## src/core/cio_pkg.sv

```systemverilog
package cio_pkg;

    localparam int ACC_W = 4;
    localparam int WORD_W = 10;

    // Instruction codes
    localparam logic [9:0] OP_IN_K = 10'h26f;
    localparam logic [9:0] OP_IN_P0 = 10'h260;
    localparam logic [9:0] OP_IN_P1 = 10'h261;
    localparam logic [9:0] OP_IN_P2 = 10'h262;
    localparam logic [9:0] OP_IN_P3 = 10'h263;
    localparam logic [9:0] OP_OUT_K = 10'h21f;
    localparam logic [9:0] OP_OUT_P0 = 10'h220;
    localparam logic [9:0] OP_OUT_P1 = 10'h221;
    localparam logic [9:0] OP_OUT_P2 = 10'h222;
    localparam logic [9:0] OP_OUT_P3 = 10'h223;
    localparam logic [9:0] OP_OR = 10'h019;
    localparam logic [9:0] OP_PD_KEEP = 10'h002;
    localparam logic [9:0] OP_PD_FULL = 10'h008;
    localparam logic [9:0] OP_PD_ARM = 10'h05b;
    localparam logic [9:0] OP_ROT = 10'h01d;
    localparam logic [9:0] OP_LA_BASE = 10'h070;
    localparam logic [9:0] OP_LA_MASK = 10'h3f0;
    localparam logic [9:0] OP_RB_BASE = 10'h04c;
    localparam logic [9:0] OP_RB_MASK = 10'h3fc;
    localparam logic [9:0] OP_LXY_BASE = 10'h300;
    localparam logic [9:0] OP_LXY_MASK = 10'h300;

    // Reset values
    localparam logic [3:0] ACC_RST = 4'h0;
    localparam logic [3:0] PTR_RST = 4'h0;
    localparam logic [3:0] PORT_RST = 4'h0;

    typedef enum logic [2:0] {
        CIO_RUN = 3'b001,
        CIO_BACKUP_KEEP = 3'b010,
        CIO_BACKUP_FULL = 3'b100
    } cio_pwr_e;

    typedef struct packed {
        logic in_k;
        logic in_p0;
        logic in_p1;
        logic in_p2;
        logic in_p3;
        logic out_k;
        logic out_p0;
        logic out_p1;
        logic out_p2;
        logic out_p3;
        logic mem_or;
        logic pd_keep;
        logic pd_full;
        logic pd_arm;
        logic rot;
        logic la;
        logic rb;
        logic load_pointer_pair;
    } cio_dec_s;

    typedef struct packed {
        logic [3:0] p0;
        logic [3:0] p1;
        logic [1:0] p2;
        logic [1:0] p3;
        logic k;
    } cio_port_s;

endpackage

```

## src/core/cio_decode.sv

```systemverilog
`timescale 1ns/10ps
module cio_decode (
    input wire logic [9:0] word,
    output cio_pkg::cio_dec_s dec
);
    // Exact and masked matches, one machine cycle each
    assign dec.in_k = (word == cio_pkg::OP_IN_K);
    assign dec.in_p0 = (word == cio_pkg::OP_IN_P0);
    assign dec.in_p1 = (word == cio_pkg::OP_IN_P1);
    assign dec.in_p2 = (word == cio_pkg::OP_IN_P2);
    assign dec.in_p3 = (word == cio_pkg::OP_IN_P3);
    assign dec.out_k = (word == cio_pkg::OP_OUT_K);
    assign dec.out_p0 = (word == cio_pkg::OP_OUT_P0);
    assign dec.out_p1 = (word == cio_pkg::OP_OUT_P1);
    assign dec.out_p2 = (word == cio_pkg::OP_OUT_P2);
    assign dec.out_p3 = (word == cio_pkg::OP_OUT_P3);
    assign dec.mem_or = (word == cio_pkg::OP_OR);
    assign dec.pd_keep = (word == cio_pkg::OP_PD_KEEP);
    assign dec.pd_full = (word == cio_pkg::OP_PD_FULL);
    assign dec.pd_arm = (word == cio_pkg::OP_PD_ARM);
    assign dec.rot = (word == cio_pkg::OP_ROT);
    assign dec.la = ((word & cio_pkg::OP_LA_MASK) == cio_pkg::OP_LA_BASE);
    assign dec.rb = ((word & cio_pkg::OP_RB_MASK) == cio_pkg::OP_RB_BASE);
    assign dec.load_pointer_pair = ((word & cio_pkg::OP_LXY_MASK) == cio_pkg::OP_LXY_BASE);
endmodule

```

## src/core/cio_sync.sv

```systemverilog
`timescale 1ns/10ps
module cio_sync #(
    parameter int W = 1
) (
    input wire logic clk_sys,
    input wire logic sys_rst,
    input wire logic ce,
    input wire logic [W-1:0] async_in,
    output logic [W-1:0] sync_out
);
    logic [W-1:0] meta_q;

    // Two stages for pin levels from outside the clock domain
    always_ff @(posedge clk_sys) begin
        if (sys_rst) begin
            meta_q <= '0;
            sync_out <= '0;
        end else if (ce) begin
            meta_q <= async_in;
            sync_out <= meta_q;
        end
    end
endmodule

```

## src/core/cio_core.sv

```systemverilog
`timescale 1ns/10ps
// Functional notes
// RL1: Port K input: bit0 gets pin, upper zeroed
// RL2: Four-bit port inputs load whole accumulator
// RL3: Two-bit port inputs fill bits 1:0
// RL4: Immediate load; consecutive repeats skipped
// RL5: Pointer pair load writes X and Y
// RL6: Consecutive pointer pair loads: first only
// RL7: Port K output takes accumulator bit0
// RL8: Four-bit port outputs take accumulator
// RL9: Two-bit port outputs take bits 1:0
// RL10: Memory OR into accumulator
// RL11: Keep-detector power-down needs arm first
// RL12: Keep-detector backup leaves detector running
// RL13: Unarmed power-down acts as no-operation
// RL14: Full-stop power-down needs arm first
// RL15: Full-stop backup halts detector too
// RL16: Rotate right through carry
// RL17: Clear addressed memory bit
// RL18: One word, one cycle; only rotate touches carry
module cio_core (
    input wire logic clk_sys,
    input wire logic sys_rst,
    input wire logic ce,
    input wire logic instr_valid,
    input wire logic [9:0] instr_word,
    input wire logic [3:0] mem_rdata,
    input wire cio_pkg::cio_port_s pin_in,
    input wire logic wake,
    output logic [3:0] acc,
    output logic carry_flag,
    output logic [3:0] ptr_x,
    output logic [3:0] ptr_y,
    output logic mem_we,
    output logic [3:0] mem_wdata,
    output cio_pkg::cio_port_s pin_out,
    output logic skipped,
    output logic backup,
    output logic detector_on,
    output logic clock_halt
);

    ////////////////////////////////////////////////////////////////////////
    // Input stage
    cio_pkg::cio_port_s pin_s;
    cio_pkg::cio_dec_s dec;

    cio_sync #(.W($bits(cio_pkg::cio_port_s))) u_sync (
        .clk_sys(clk_sys),
        .sys_rst(sys_rst),
        .ce(ce),
        .async_in(pin_in),
        .sync_out(pin_s)
    );

    cio_decode u_dec (
        .word(instr_word),
        .dec(dec)
    );

    ////////////////////////////////////////////////////////////////////////
    // State
    logic [3:0] acc_q, acc_d;
    logic cy_q, cy_d;
    logic [3:0] x_q, x_d;
    logic [3:0] y_q, y_d;
    logic prev_la_q, prev_lxy_q, prev_arm_q;
    logic we_q;
    logic [3:0] wdata_q;
    logic skip_q;
    logic backup_q, backup_d;
    logic det_q, det_d;
    logic halt_q, halt_d;
    cio_pkg::cio_port_s out_q, out_d;
    cio_pkg::cio_pwr_e pwr_q, pwr_d;

    // Instruction retires one per enabled cycle while running
    wire run = (pwr_q == cio_pkg::CIO_RUN);
    wire exec = ce && instr_valid && run; // see RL18
    wire la_skip = dec.la && prev_la_q; // see RL4
    wire lxy_skip = dec.load_pointer_pair && prev_lxy_q; // see RL6
    wire do_skip = la_skip || lxy_skip;
    // A skipped load still retires, so the run stays alive
    wire act = exec && !do_skip;

    ////////////////////////////////////////////////////////////////////////
    // Per-instruction strobes
    wire go_in_k = act && dec.in_k; // see RL1
    wire go_in_p0 = act && dec.in_p0; // see RL2
    wire go_in_p1 = act && dec.in_p1; // see RL2
    wire go_in_p2 = act && dec.in_p2; // see RL3
    wire go_in_p3 = act && dec.in_p3; // see RL3
    wire go_la = act && dec.la; // see RL4
    wire go_lxy = act && dec.load_pointer_pair; // see RL5, RL6
    wire go_out_k = act && dec.out_k; // see RL7
    wire go_out_p0 = act && dec.out_p0; // see RL8
    wire go_out_p1 = act && dec.out_p1; // see RL8
    wire go_out_p2 = act && dec.out_p2; // see RL9
    wire go_out_p3 = act && dec.out_p3; // see RL9
    wire go_or = act && dec.mem_or; // see RL10
    wire go_rot = act && dec.rot; // see RL16
    wire go_rb = act && dec.rb; // see RL17
    // Power-down valid only right after arm; otherwise a no-op
    wire pd_keep_go = act && dec.pd_keep && prev_arm_q; // see RL11, RL13
    wire pd_full_go = act && dec.pd_full && prev_arm_q; // see RL14, RL13
    wire wake_go = ce && !run && wake;

    ////////////////////////////////////////////////////////////////////////
    // Operand shaping
    wire [3:0] acc_pin_k = {3'h0, pin_s.k}; // see RL1
    wire [3:0] acc_pin_p2 = {2'h0, pin_s.p2}; // see RL3
    wire [3:0] acc_pin_p3 = {2'h0, pin_s.p3}; // see RL3
    wire [3:0] acc_or = acc_q | mem_rdata; // see RL10
    // Carry enters at the top, bit 0 falls out into carry
    wire [3:0] acc_rot = {cy_q, acc_q[3:1]}; // see RL16
    wire [3:0] imm_lo = instr_word[3:0];
    wire [3:0] imm_hi = instr_word[7:4];

    // Bit clear, one lane per nibble bit
    wire [1:0] rb_sel = instr_word[1:0];
    wire [3:0] rb_data;
    for (genvar i = 0; i < 4; i++) begin : g_rb
        assign rb_data[i] = mem_rdata[i] && (rb_sel != 2'(i)); // see RL17
    end

    ////////////////////////////////////////////////////////////////////////
    // Accumulator and carry
    always_comb begin
        acc_d = acc_q;
        cy_d = cy_q;
        if (go_in_k) begin
            acc_d = acc_pin_k;
        end
        if (go_in_p0) begin
            acc_d = pin_s.p0;
        end
        if (go_in_p1) begin
            acc_d = pin_s.p1;
        end
        if (go_in_p2) begin
            acc_d = acc_pin_p2;
        end
        if (go_in_p3) begin
            acc_d = acc_pin_p3;
        end
        if (go_la) begin
            acc_d = imm_lo;
        end
        if (go_or) begin
            acc_d = acc_or;
        end
        // Only the rotate reaches the carry
        if (go_rot) begin
            acc_d = acc_rot;
            cy_d = acc_q[0]; // see RL16, RL18
        end
    end

    // Pointer pair
    always_comb begin
        x_d = x_q;
        y_d = y_q;
        if (go_lxy) begin
            x_d = imm_hi; // see RL5
            y_d = imm_lo; // see RL5
        end
    end

    // Port latches
    always_comb begin
        out_d = out_q;
        if (go_out_k) begin
            out_d.k = acc_q[0]; // see RL7
        end
        if (go_out_p0) begin
            out_d.p0 = acc_q; // see RL8
        end
        if (go_out_p1) begin
            out_d.p1 = acc_q; // see RL8
        end
        if (go_out_p2) begin
            out_d.p2 = acc_q[1:0]; // see RL9
        end
        if (go_out_p3) begin
            out_d.p3 = acc_q[1:0]; // see RL9
        end
    end

    // Power state
    always_comb begin
        pwr_d = pwr_q;
        if (pd_keep_go) begin
            pwr_d = cio_pkg::CIO_BACKUP_KEEP; // see RL11
        end
        if (pd_full_go) begin
            pwr_d = cio_pkg::CIO_BACKUP_FULL; // see RL14
        end
        // Wake returns to run; RAM and registers are retained
        if (wake_go) begin
            pwr_d = cio_pkg::CIO_RUN;
        end
    end

    // Status flags follow the next power state so they leave a flop
    assign backup_d = (pwr_d != cio_pkg::CIO_RUN);
    assign det_d = (pwr_d != cio_pkg::CIO_BACKUP_FULL); // see RL12, RL15
    assign halt_d = (pwr_d == cio_pkg::CIO_BACKUP_FULL); // see RL15

    ////////////////////////////////////////////////////////////////////////
    // Registers, one short block per group
    always_ff @(posedge clk_sys) begin
        if (sys_rst) begin
            acc_q <= cio_pkg::ACC_RST;
            cy_q <= 1'b0;
        end else if (ce) begin
            acc_q <= acc_d;
            cy_q <= cy_d;
        end
    end

    // Pointers
    always_ff @(posedge clk_sys) begin
        if (sys_rst) begin
            x_q <= cio_pkg::PTR_RST;
            y_q <= cio_pkg::PTR_RST;
        end else if (ce) begin
            x_q <= x_d;
            y_q <= y_d;
        end
    end

    // Pins hold their level through backup
    always_ff @(posedge clk_sys) begin
        if (sys_rst) begin
            out_q.p0 <= cio_pkg::PORT_RST;
            out_q.p1 <= cio_pkg::PORT_RST;
            out_q.p2 <= cio_pkg::PORT_RST[1:0];
            out_q.p3 <= cio_pkg::PORT_RST[1:0];
            out_q.k <= cio_pkg::PORT_RST[0];
        end else if (ce) begin
            out_q <= out_d;
        end
    end

    // Power state and its status flags advance together
    always_ff @(posedge clk_sys) begin
        if (sys_rst) begin
            pwr_q <= cio_pkg::CIO_RUN;
            backup_q <= 1'b0;
            det_q <= 1'b1;
            halt_q <= 1'b0;
        end else if (ce) begin
            pwr_q <= pwr_d;
            backup_q <= backup_d;
            det_q <= det_d;
            halt_q <= halt_d;
        end
    end

    // Run tracking: skipped loads still extend the run
    always_ff @(posedge clk_sys) begin
        if (sys_rst) begin
            prev_la_q <= 1'b0;
            prev_lxy_q <= 1'b0;
            prev_arm_q <= 1'b0;
        end else if (exec) begin
            prev_la_q <= dec.la; // see RL4
            prev_lxy_q <= dec.load_pointer_pair; // see RL6
            prev_arm_q <= dec.pd_arm; // see RL11, RL14
        end
    end

    // Memory write strobe lasts one enabled cycle
    always_ff @(posedge clk_sys) begin
        if (sys_rst) begin
            we_q <= 1'b0;
            wdata_q <= 4'h0;
        end else if (ce) begin
            we_q <= go_rb; // see RL17
            wdata_q <= rb_data;
        end
    end

    // Skip pulse marks the word just dropped
    always_ff @(posedge clk_sys) begin
        if (sys_rst) begin
            skip_q <= 1'b0;
        end else if (ce) begin
            skip_q <= exec && do_skip; // see RL4, RL6
        end
    end

    ////////////////////////////////////////////////////////////////////////
    // Outputs, all from flip-flops
    assign acc = acc_q;
    assign carry_flag = cy_q;
    assign ptr_x = x_q;
    assign ptr_y = y_q;
    assign mem_we = we_q;
    assign mem_wdata = wdata_q;
    assign pin_out = out_q;
    assign skipped = skip_q;
    assign backup = backup_q;
    // Keep variant leaves the detector alive; full stop kills it
    assign detector_on = det_q; // see RL12, RL15
    assign clock_halt = halt_q; // see RL15

endmodule

```

## config.mk

```make
export PLATFORM = sky130hd
export DESIGN_NAME = cio_core
export DESIGN_NICKNAME = d
export VERILOG_FILES = /design/src/core/cio_pkg.sv /design/src/core/cio_decode.sv /design/src/core/cio_sync.sv /design/src/core/cio_core.sv
export SDC_FILE = /design/constraint.sdc
export NUM_CORES = 1
export LEC_CHECK = 0
export BUFFER_PORTS_ARGS = -buffer_cell sky130_fd_sc_hd__buf_2
export CAP_MARGIN = 10
export CORE_MARGIN = 2
export CORE_UTILIZATION = 50
export DETAILED_ROUTE_END_ITERATION = 10
export PLACE_DENSITY = 0.82
export SLEW_MARGIN = 20
export SYNTH_ARGS = -nofsm -noshare
export SYNTH_HDL_FRONTEND = slang
export SYNTH_SLANG_ARGS = --single-unit
export TNS_END_PERCENT = 100
```

## constraint.sdc

```tcl
create_clock -name clk_sys -period 4 [get_ports clk_sys]
set_clock_uncertainty 0.05 [all_clocks]
set_input_delay 0 -clock clk_sys [delete_from_list [all_inputs] [get_ports clk_sys]]
set_output_delay 0 -clock clk_sys [all_outputs]
set_load 0.02 [all_outputs]
```

=== Word-level counts from Yosys, hierarchy flattened ===
Cells that the tools add are included.

* Register bits: 67
* Bits in latches: 0
* RAM bits: 0
* Memory bits (read-only): 0
* Input bits: 32
* Logic and storage cells: 102
* Memories: 0

* Add/subtract/negate cells: 0
* $mul: 0
* Divide/modulo/power cells: 0
* Order comparisons: 0
* Equality and inequality tests: 25
* Shifts and indexed selects: 0
* Mux-type cells: 11
* Bitwise logic cells: 1
* Reductions and logical operators: 44

{| class="wikitable"
|+ Operator list
! operator !! count
|-
| $eq A10 B10 Y1 const B || 10
|-
| $mux W4 || 8
|-
| $logic_and A1 B1 Y1 || 31
|-
| $eq A10 B5 Y1 const B || 2
|-
| $reduce_and A2 Y1 || 8
|-
| $eq A10 B2 Y1 const B || 1
|-
| $eq A10 B4 Y1 const B || 1
|-
| $eq A10 B7 Y1 const B || 1
|-
| $mux W3 || 3
|-
| $eq A8 B5 Y1 const B || 1
|-
| $reduce_bool A8 Y1 || 1
|-
| $eq A6 B3 Y1 const B || 1
|-
| $ne A2 B2 Y1 const B || 2
|-
| $or A4 B4 Y4 || 1
|-
| $eq A3 B1 Y1 const B || 1
|-
| $eq A3 B3 Y1 const B || 1
|-
| $ne A3 B1 Y1 const B || 1
|-
| $ne A3 B3 Y1 const B || 1
|-
| $eq A2 B2 Y1 const B || 1
|-
| $logic_not A1 Y1 || 2
|-
| $ne A2 B1 Y1 const B || 1
|-
| $reduce_bool A2 Y1 || 1
|-
| $logic_or A1 B1 Y1 || 1
|}

=== Logic depth before layout (Yosys ltp) ===
Gate-level depths: netlist (run 1).

* Word-level depth: 14
* Depth in mapped cells: 8

=== Cells and area by module ===
From an unflattened synthesis (run 1), not the netlist that was laid out.

* Cell total of the unflattened synthesis: 366
* Area total of the unflattened synthesis: 3,169.3 sq um

{| class="wikitable"
|+ By module, submodules not included
! module !! instances !! cells each !! area an instance (sq um)
|-
| cio_core || 1 || 244 || 1,966.9
|-
| cio_sync || 1 || 84 || 943.4
|-
| cio_decode || 1 || 38 || 259.0
|}

=== Worst setup path after synthesis (run 1) ===
No wires, ideal clock.

* Path kind: register -> register
* From: register pwr_q[1]
* To: register acc_q[3] (netlist: acc[3])
* Arrival: 2.156 ns
* Setup slack: 1.664 ns
* Cell stages (with the launch flop): 7
* Path buffers: 1
* Cells stage by stage: dfxtp_1 > or3b_1 > buf_6 > or4_4 > or3_1 > a221o_1 > nor3b_1

* Longest elaborated chain between the ends: 11

{| class="wikitable"
|+ Ends and longest elaborated chain
! element !! RTL line !! source
|-
| from (decl) || cio_core.sv:75 || <nowiki>cio_pkg::cio_pwr_e pwr_q, pwr_d;</nowiki>
|-
| from (signal assigned) || cio_core.sv:248 || <nowiki>pwr_q <= cio_pkg::CIO_RUN;</nowiki>
|-
| from (signal assigned) || cio_core.sv:253 || <nowiki>pwr_q <= pwr_d;</nowiki>
|-
| $eq A3 B1 Y1 (*) || cio_core.sv:78 || <nowiki>wire run = (pwr_q == cio_pkg::CIO_RUN);</nowiki>
|-
| $logic_and A1 B1 Y1 (*) || cio_core.sv:79 || <nowiki>wire exec = ce && instr_valid && run;</nowiki>
|-
| $logic_and A1 B1 Y1 (*) || cio_core.sv:84 || <nowiki>wire act = exec && !do_skip;</nowiki>
|-
| $logic_and A1 B1 Y1 || cio_core.sv:89 || <nowiki>wire go_in_p0 = act && dec.in_p0;</nowiki>
|-
| $mux W4 || cio_core.sv:134 || <nowiki>if (go_in_p0) begin</nowiki>
|-
| $mux W4 || cio_core.sv:137 || <nowiki>if (go_in_p1) begin</nowiki>
|-
| $mux W4 || cio_core.sv:140 || <nowiki>if (go_in_p2) begin</nowiki>
|-
| $mux W4 || cio_core.sv:143 || <nowiki>if (go_in_p3) begin</nowiki>
|-
| $mux W4 || cio_core.sv:146 || <nowiki>if (go_la) begin</nowiki>
|-
| $mux W4 || cio_core.sv:149 || <nowiki>if (go_or) begin</nowiki>
|-
| $mux W4 || cio_core.sv:153 || <nowiki>if (go_rot) begin</nowiki>
|-
| to (signal assigned) || cio_core.sv:213 || <nowiki>acc_q <= cio_pkg::ACC_RST;</nowiki>
|-
| to (decl) || cio_core.sv:63 || <nowiki>logic [3:0] acc_q, acc_d;</nowiki>
|}

Every way passes the cells marked *; elsewhere a longest branch is shown, timed or not.
A chain may end at the register's enable or synchronous reset.

=== Worst setup path after layout (run 1) ===
* From: register pwr_q[1]
* To: register det_q (netlist: detector_on)

* Longest elaborated chain between the ends: 9

{| class="wikitable"
|+ Ends and longest elaborated chain
! element !! RTL line !! source
|-
| $eq A3 B1 Y1 || cio_core.sv:78 ||
|-
| $logic_and A1 B1 Y1 || cio_core.sv:79 ||
|-
| $logic_and A1 B1 Y1 || cio_core.sv:84 ||
|-
| $logic_and A1 B1 Y1 (2 in series) || cio_core.sv:104 || <nowiki>wire pd_keep_go = act && dec.pd_keep && prev_arm_q;</nowiki>
|-
| $mux W3 || cio_core.sv:192 || <nowiki>if (pd_keep_go) begin</nowiki>
|-
| $mux W3 || cio_core.sv:195 || <nowiki>if (pd_full_go) begin</nowiki>
|-
| $mux W3 (*) || cio_core.sv:199 || <nowiki>if (wake_go) begin</nowiki>
|-
| $ne A3 B3 Y1 (*) || cio_core.sv:206 || <nowiki>assign det_d = (pwr_d != cio_pkg::CIO_BACKUP_FULL);</nowiki>
|-
| to (signal assigned) || cio_core.sv:255 || <nowiki>det_q <= det_d;</nowiki>
|-
| to (decl) || cio_core.sv:72 || <nowiki>logic det_q, det_d;</nowiki>
|}

Marks and branches as above.

==> results of run 1 <==
-- critical path: cells and delay by family, from the launching register on --
| family | cells | cell delay, ns |
|---|---|---|
| AOI/OAI and AO/OA | 1 | 0.25 |
| DFF | 1 | 0.33 |
| and+or+nand+nor | 5 | 1.82 |
-- power by group --
group	internal [mW]	total, mW	switching [mW]
clock	0.352	0.608	0.256
sequential	0.685	0.695	0.0103
combinational	0.0593	0.141	0.0813
total	1.10	1.44	0.348
-- metal layers --
metal	vias up	part of all wire	global-route usage
met5	-	0	0
met3	20	0.067	0.0533
li1	1346	-	-
met4	0	0.026	0.112
met2	122	0.47	0.391
met1	1279	0.44	0.313
-- metrics by stage --
step / power (mW) / setup WS (ns) / utilization / hold slack, ns
3_3_place_gp: 0.829 / 1.52 / 0.572 / 0.182
2_1_floorplan: 0.787 / 1.66 / - / 0.0703
5_1_grt: 1.50 / 1.30 / 0.648 / 0.0370
3_5_place_dp: 0.830 / 1.48 / 0.572 / 0.192
6_report: 1.44 / 1.43 / 0.648 / 0.0372
4_1_cts: 1.45 / 1.46 / 0.648 / 0.0168
-- worst max path at each step --
stage	start	endpoint	cells after the start
finish	pwr_q[1]	detector_on	6
global route	pwr_q[1]	detector_on	6
CTS	pwr_q[1]	detector_on	6
detailed placement	pwr_q[1]	detector_on	6
floorplan	pwr_q[1]	acc[3]	6
global placement	pwr_q[1]	acc[0]	6
-- state kept, by name, indices dropped and copies added (netlist names), 3 cells and up --
register and flops:
u_sync.meta_q 13, pin_out 13, ptr_y 4, acc 4
ptr_x 4, u_sync.sync_out 13, pwr_q 3, mem_wdata 4
-- final cells by class --
cell class	count	area, um2	share of cell area
inverter	6	22.5	0.00597
clock buffer	10	128	0.0338
sequential	67	1340	0.356
timing repair buffer	91	576	0.153
multi-input combinational	241	1520	0.403
tap	75	93.8	0.0249
clock inverter	6	88.8	0.0236
-- logic make-up after synthesis --
group / after synthesis
compound gates: 46
xor+xnor: 1
buf+inv: 25
flops: 67
mux: 50
simple gates: 144
-- cells in the mapped netlist, drive strengths merged, types with 3 or more instances --
library cell	n
a21oi	19
o21ai	8
or4	3
nor3	9
nor3b	4
nand3	9
clkbuf	16
or2	4
mux2i	49
or3	8
buf	3
a41oi	3
dfxtp	67
inv	6
or3b	4
nor2	69
nand2	18
o32ai	3
nor4	4
-- repair_timing --
item	4_1_cts	5_1_grt
hold endpoints to repair	22	0
hold buffers	23	0
gates resized for setup	0	0
==> flow_metrics.env, run 1 <==
export IMPL_outcome="complete, no violations"
export IMPL_critPathArrivalTime_ns=2.74
export IMPL_ys_seq_area_frac=0.452
export IMPL_grt_first_pass_wirelength_mm=12.1
export IMPL_antenna_found_initial=0
export IMPL_finalCritPeriodShare=0.642
export IMPL_wire_per_inst_um=15.4
export IMPL_place_inst=457
export IMPL_drc=0
export IMPL_rows=28
export IMPL_finalHoldViolations=0
export IMPL_worstPathRequired_ns=4.18
export IMPL_min_path_cells=4
export IMPL_syn_nets=365
export IMPL_drt_pre_antenna_iters=4
export IMPL_hold_path_end="pwr_q[1]"
export IMPL_port_buffers=66
export IMPL_grt_pass1_vias=2537
export IMPL_fp_coreArea_um2=5820
export IMPL_start_util=0.510
export IMPL_finalWirelength_mm=7.65
export IMPL_clock_path_buffers=2
export IMPL_finalNetCount=448
export IMPL_synthAdderAreaFrac=0
export IMPL_die_w_um=81.0
export IMPL_grt_overflow_total=0
export IMPL_startpoint_type="flop"
export IMPL_die_y_um=81.0
export IMPL_syn2layout_area_growth_pct=27.1
export IMPL_drtIter0Drc=186
export IMPL_crit_fanout=10
export IMPL_max_freq_mhz=390
export IMPL_min_from="wake"
export IMPL_ys_flop_type="dfxtp_1"
export IMPL_cts_sinks=67
export IMPL_ys_seq_elements=67
export IMPL_dpl_hpwl_mm=5.11
export IMPL_drv_cap=0
export IMPL_layout_drive_gt1_share=0.223
export IMPL_clkSlewWorstSetupHoldPaths_ns=0.07
export IMPL_r2r_end="detector_on"
export IMPL_fillers=506
export IMPL_final_area_um2=3770
export IMPL_setup_violations_final=0
export IMPL_ir_drop_uv=258
export IMPL_mostFrequentLayoutCell="nor2_1"
export IMPL_path_cells="or3b_1 -> nor4_1 -> a41oi_1 -> or2_2 -> nor3_1 -> nor2_1"
export IMPL_grt_usage=0.244
export IMPL_cts_max_level=3
export IMPL_synth_top_family_by_area="simple AND/OR/NAND/NOR gates"
export IMPL_cpPeakStageDelay_ns=0.59
export IMPL_cts_root_buf="clkbuf_8"
export IMPL_synth_edf_count=0
export IMPL_synth_xor_area_frac=0.00295
export IMPL_place_area_um2=3320
export IMPL_syn_cell_area_um2=2970
export IMPL_leakage_nw=1.63
export IMPL_rr_worst_depth=6
export IMPL_synth_area_per_cell_um2=8.91
export IMPL_synthCells=333
export IMPL_grt_max_degree=41
export IMPL_routed_via_density=5.58
export IMPL_postCtsSetupBuffers=0
export IMPL_synth_top_area_share=0.452
export IMPL_vias=2767
export IMPL_netlist_top_cells_area="dfxtp_1 (45%), mux2i_1 (17%), nor2_1 (8.7%)"
export IMPL_rsz0062_at_grt="no"
export IMPL_rr_startpoint="pwr_q[1]"
export IMPL_die_area_um2=6570
export IMPL_slew_violations=0
export IMPL_synth_compound_area_share=0.0995
export IMPL_async_flop_share=0
export IMPL_critPathSlowestCell="nor4_1"
export IMPL_design_portCount=67
export IMPL_synth_mux_area_frac=0.169
export IMPL_ff2ff_setup_slack_ns=1.43
export IMPL_fin_cells=496
export IMPL_holdCritPathClass="in -> reg"
export IMPL_routabilityCongestion=0.965
export IMPL_diodes=0
export IMPL_synth_simple_area_share=0.241
export IMPL_synth_largest_area_cell="dfxtp_1"
export IMPL_cts_tree="yes"
export IMPL_detail_route_antenna_nets=0
export IMPL_layout_common_cells="nor2_1 (69), dfxtp_1 (67), buf_2 (66)"
export IMPL_fin_tns_setup_ns=0
export IMPL_worstSkewPairLatency_ns=0.34
export IMPL_yosysUniqueCellTypes=46
export IMPL_cts_buffers=9
export IMPL_p_per_area_nw_per_um2=383
export IMPL_min_period_ns=2.57
export IMPL_maxSlewHeadroom=0.531
export IMPL_yosysWarnings=0
export IMPL_critical_path_class="reg -> reg"
export IMPL_end_kind="flop"
export IMPL_tightest_slew_ns=0.704
(Power assumes the default switching activity.)
==> run 2: changes to the inputs <==
- CORE_UTILIZATION: 50 -> 48
- clock period: 4 -> 2.2 ns (I/O delays scaled with it)
==> flow_metrics.env, run 2 (same netlist as run 1, synthesis figures left out) <==
export IMPL_grt_first_pass_wirelength_mm=12.0
export IMPL_fin_util=0.676
export IMPL_fp_coreArea_um2=5960
export IMPL_routed_via_density=5.62
export IMPL_die_area_um2=6830
export IMPL_grt_max_degree=41
export IMPL_cts_max_level=3
export IMPL_slew_violations=0
export IMPL_drv_cap=0
export IMPL_final_area_um2=4030
export IMPL_p_per_area_nw_per_um2=668
export IMPL_maxSlewHeadroom=0.518
export IMPL_grt_overflow_total=0
export IMPL_finalNetCount=473
export IMPL_startpoint_type="flop"
export IMPL_cpMostUsedCell="or3_1"
export IMPL_outcome="finished with violations"
export IMPL_fin_ws_ns=-0.0513
export IMPL_failed_checks="negative setup slack"
export IMPL_place_area_um2=3550
export IMPL_wire_per_inst_um=15.0
export IMPL_path_buf_inv=0
export IMPL_fillers=470
export IMPL_worstSkewPairLatency_ns=0.34
export IMPL_critical_path_class="reg -> reg"
export IMPL_r2r_end="acc[0]"
export IMPL_ff2ff_setup_slack_ns=-0.05
export IMPL_worst_hold_slack_ns=0.0366
export IMPL_cts_buffers=9
export IMPL_drt_pre_antenna_iters=5
export IMPL_vias=2928
export IMPL_path_delay_family="simple AND/OR/NAND/NOR gates"
export IMPL_critPathArrivalTime_ns=2.43
export IMPL_finalWirelength_mm=7.83
export IMPL_clock_path_buffers=2
export IMPL_ir_drop_uv=447
export IMPL_path_cells="or3b_4 -> or3_1 -> o32ai_2 -> a21oi_2 -> and3b_1 -> or3_1"
export IMPL_min_period_ns=2.25
export IMPL_grt_usage=0.235
export IMPL_port_buffers=66
export IMPL_rows=28
export IMPL_design_portCount=67
export IMPL_crit_fanout=8
export IMPL_start_util=0.498
export IMPL_min_path_cells=4
export IMPL_place_inst=483
export IMPL_drc=0
export IMPL_grt_pass1_vias=2542
export IMPL_min_from="wake"
export IMPL_regArea_um2=1340
export IMPL_clkSlewWorstSetupHoldPaths_ns=0.08
export IMPL_finalHoldViolations=0
export IMPL_setup_violations_final=2
export IMPL_fin_cells=521
export IMPL_tightest_slew_ns=0.723
export IMPL_worstPathRequired_ns=2.38
export IMPL_rsz0062_at_grt="yes"
export IMPL_detail_route_antenna_nets=0
export IMPL_diodes=0
export IMPL_finalCritPeriodShare=1.02
export IMPL_die_y_um=82.6
export IMPL_holdCritPathClass="in -> reg"
export IMPL_dpl_hpwl_mm=5.42
export IMPL_mostFrequentLayoutCell="nor2_1"
export IMPL_rr_worst_depth=6
export IMPL_end_kind="flop"
export IMPL_leakage_nw=1.77
export IMPL_critPathSlowestCell="or3b_4"
export IMPL_routabilityCongestion=0.978
export IMPL_die_w_um=82.6
export IMPL_multi_input_area_um2=1570
export IMPL_layout_drive_gt1_share=0.294
export IMPL_cpPeakStageDelay_ns=0.43
export IMPL_layout_common_cells="nor2_1 (69), dfxtp_1 (66), buf_2 (66)"
export IMPL_hold_path_end="pwr_q[1]"
export IMPL_cts_tree="yes"
export IMPL_drtIter0Drc=322
export IMPL_antenna_found_initial=0
export IMPL_cts_root_buf="clkbuf_8"
export IMPL_rr_startpoint="pwr_q[0]"
export IMPL_max_freq_mhz=444
export IMPL_syn2layout_area_growth_pct=35.8
export IMPL_cts_sinks=67
## run 2: cell count changes in the layout (fill, tap and decap cells not counted), sizes merged
| cell | change |
|---|---|
| clkinv | +1 |
| buf | +26 |
| inv | -1 |
| dlygate4sd3 | -1 |
## run 2: what timing repair did
action / in CTS / in global routing
hold buffers: 22 / 0
gates resized for setup: 4 / 4
buffers inserted: 0 / 0
endpoints found under the setup margin: 7 / 7
hold endpoints to repair: 21 / 0
pin swaps: 1 / 2
## run 2: cell type report
type,instances,area share
Clock buffer,10,0.0342
Clock inverter,6,0.0221
Inverter,6,0.00559
Multi-Input combinational cell,241,0.390
Sequential cell,67,0.333
Tap cell,75,0.0233
Timing Repair Buffer,116,0.192
## run 2: worst max path at each step
stage / startpoint / end / slack (ns) / cells past startpoint
floorplan: pwr_q[2] / acc[3] / -0.007 / 6
global placement: pwr_q[2] / acc[3] / -0.05 / 5
detailed placement: pwr_q[0] / detector_on / -0.17 / 6
global route: pwr_q[0] / detector_on / -0.09 / 6
CTS: pwr_q[2] / acc[3] / -0.06 / 5
finish: pwr_q[0] / acc[0] / -0.05 / 6
## run 2: metal layers
layer	part of all wire	vias to the layer above	GRT usage
met3	0.072	21	0.0522
met1	0.45	1375	0.305
met5	0	-	0
li1	-	1400	-
met2	0.46	132	0.365
met4	0.025	0	0.126
## run 2: through the flow
stage	setup WS [ns]	total power, mW	setup TNS (ns)
floorplan	-0.00719	1.43	-0.00719
global placement	-0.0501	1.53	-0.0981
detailed placement	-0.167	1.53	-0.607
CTS	-0.0560	2.70	-0.0967
global route	-0.0899	2.79	-0.325
finish	-0.0513	2.69	-0.0943
## run 2: worst min-delay path, cell delays in order
cell,delay (ns)
buf_2,0.12
a21oi_1,0.07
nor2_1,0.12
nor3_1,0.07
## run 2: report_power, final
group          leakage, nW  switching, mW  total, mW  internal (mW)
Combinational         1.11          0.153      0.282          0.129
Sequential           0.544         0.0181       1.26           1.24
Clock                0.108          0.477       1.15          0.668
Total                 1.77          0.648       2.69           2.04
==> run 3: changes to the inputs <==
- CORE_MARGIN: 2 -> not set
==> flow_metrics.env, run 3 (same netlist as run 1, synthesis figures left out) <==
export IMPL_cts_buffers=9
export IMPL_drt_pre_antenna_iters=6
export IMPL_diodes=0
export IMPL_min_path_cells=4
export IMPL_drc=0
export IMPL_rr_worst_depth=5
export IMPL_tightest_slew_ns=0.594
export IMPL_routabilityCongestion=0.946
export IMPL_leakage_nw=1.80
export IMPL_setup_violations_final=2
export IMPL_crit_fanout=8
export IMPL_cts_root_buf="clkbuf_8"
export IMPL_maxSlewHeadroom=0.604
export IMPL_startpoint_type="flop"
export IMPL_finalCritPeriodShare=1.02
export IMPL_routed_via_density=5.70
export IMPL_grt_first_pass_wirelength_mm=13.0
export IMPL_syn2layout_area_growth_pct=38.1
export IMPL_vias=2974
export IMPL_die_w_um=80.6
export IMPL_grt_overflow_total=0
export IMPL_design_portCount=67
export IMPL_end_kind="flop"
export IMPL_rsz0062_at_grt="yes"
export IMPL_dpl_hpwl_mm=5.62
export IMPL_cts_tree="yes"
export IMPL_fp_coreArea_um2=5960
export IMPL_holdCritPathClass="in -> reg"
export IMPL_slew_violations=0
export IMPL_worst_hold_slack_ns=0.0253
export IMPL_p_per_area_nw_per_um2=697
export IMPL_min_period_ns=2.24
export IMPL_grt_max_degree=37
export IMPL_critPathSlowestCell="or4_4"
export IMPL_worstPathRequired_ns=2.37
export IMPL_die_area_um2=6500
export IMPL_critPathArrivalTime_ns=2.41
export IMPL_finalNetCount=474
export IMPL_finalWirelength_mm=8.23
export IMPL_totalPowerFinal_mw=2.86
export IMPL_cpPeakStageDelay_ns=0.47
export IMPL_mostFrequentLayoutCell="nor2_1"
export IMPL_fin_ws_ns=-0.0437
export IMPL_clkSlewWorstSetupHoldPaths_ns=0.07
export IMPL_drv_cap=0
export IMPL_critical_path_class="reg -> reg"
export IMPL_layout_common_cells="nor2_1 (69), buf_2 (66), dfxtp_1 (65)"
export IMPL_drtIter0Drc=234
export IMPL_grt_usage=0.267
export IMPL_layout_drive_gt1_share=0.300
export IMPL_rows=28
export IMPL_outcome="finished with violations"
export IMPL_cts_sinks=67
export IMPL_port_buffers=66
export IMPL_start_util=0.498
export IMPL_path_cells="or3b_4 -> or4_4 -> or3_1 -> a221o_1 -> nor3b_2"
export IMPL_cts_max_level=3
export IMPL_finalHoldViolations=0
export IMPL_failed_checks="negative setup slack"
export IMPL_die_y_um=80.6
export IMPL_wire_per_inst_um=15.8
export IMPL_worstSkewPairLatency_ns=0.35
export IMPL_grt_pass1_vias=2799
export IMPL_ir_drop_uv=458
export IMPL_clock_path_buffers=2
export IMPL_max_freq_mhz=446
export IMPL_detail_route_antenna_nets=0
export IMPL_antenna_found_initial=0
run 3: path summary, 6_finish.rpt:
kind                            startpoint  slack (ns)    endpoint
worst min-delay path                  wake        0.03    pwr_q[1]
worst max-delay path              pwr_q[1]       -0.04      acc[3]
worst min register to register  prev_arm_q        0.40  prev_arm_q
worst max register to register    pwr_q[1]       -0.04      acc[3]
run 3: stage by stage:
step | worst slack, ns | instances | instance area [um2] | util | setup TNS [ns]
floorplan | -0.00719 | 333 | 2990 | - | -0.00719
global placement | -0.0463 | 484 | 3560 | 0.597 | -0.0824
detailed placement | -0.129 | 484 | 3560 | 0.597 | -0.417
CTS | -0.0381 | 522 | 4050 | 0.681 | -0.0539
global route | -0.0845 | 522 | 4100 | 0.688 | -0.291
finish | -0.0437 | 522 | 4100 | 0.688 | -0.0675
run 3: power breakdown:
part / internal, mW / switching (mW)
logic: 0.130 / 0.157
registers: 1.24 / 0.0187
clock network: 0.844 / 0.460
run 3: critical path: cells and delay by family (launching register included):
family	cells	cell delay [ns]
AOI/OAI and AO/OA	1	0.33
DFF	1	0.32
and+or+nand+nor	4	1.40
run 3: timing repair:
item,4_1_cts,5_1_grt
buffers inserted,0,0
hold buffers,22,0
hold endpoints to repair,22,0
setup endpoints to repair,5,7
pin swaps,0,6
resized for setup,5,8
run 3: metal layers:
| metal | track usage | share of wire |
|---|---|---|
| met2 | 0.442 | 0.48 |
| met3 | 0.0750 | 0.071 |
| met4 | 0.134 | 0.029 |
| met1 | 0.314 | 0.42 |
| met5 | 0 | 0 |
run 3: cell type report:
type	instances	area, um2
Clock inverter	4	95.1
Timing Repair Buffer	117	781
Clock buffer	12	165
Sequential cell	67	1340
Fill cell	462	1860
Tap cell	75	93.8
Inverter	6	22.5
Multi-Input combinational cell	241	1600
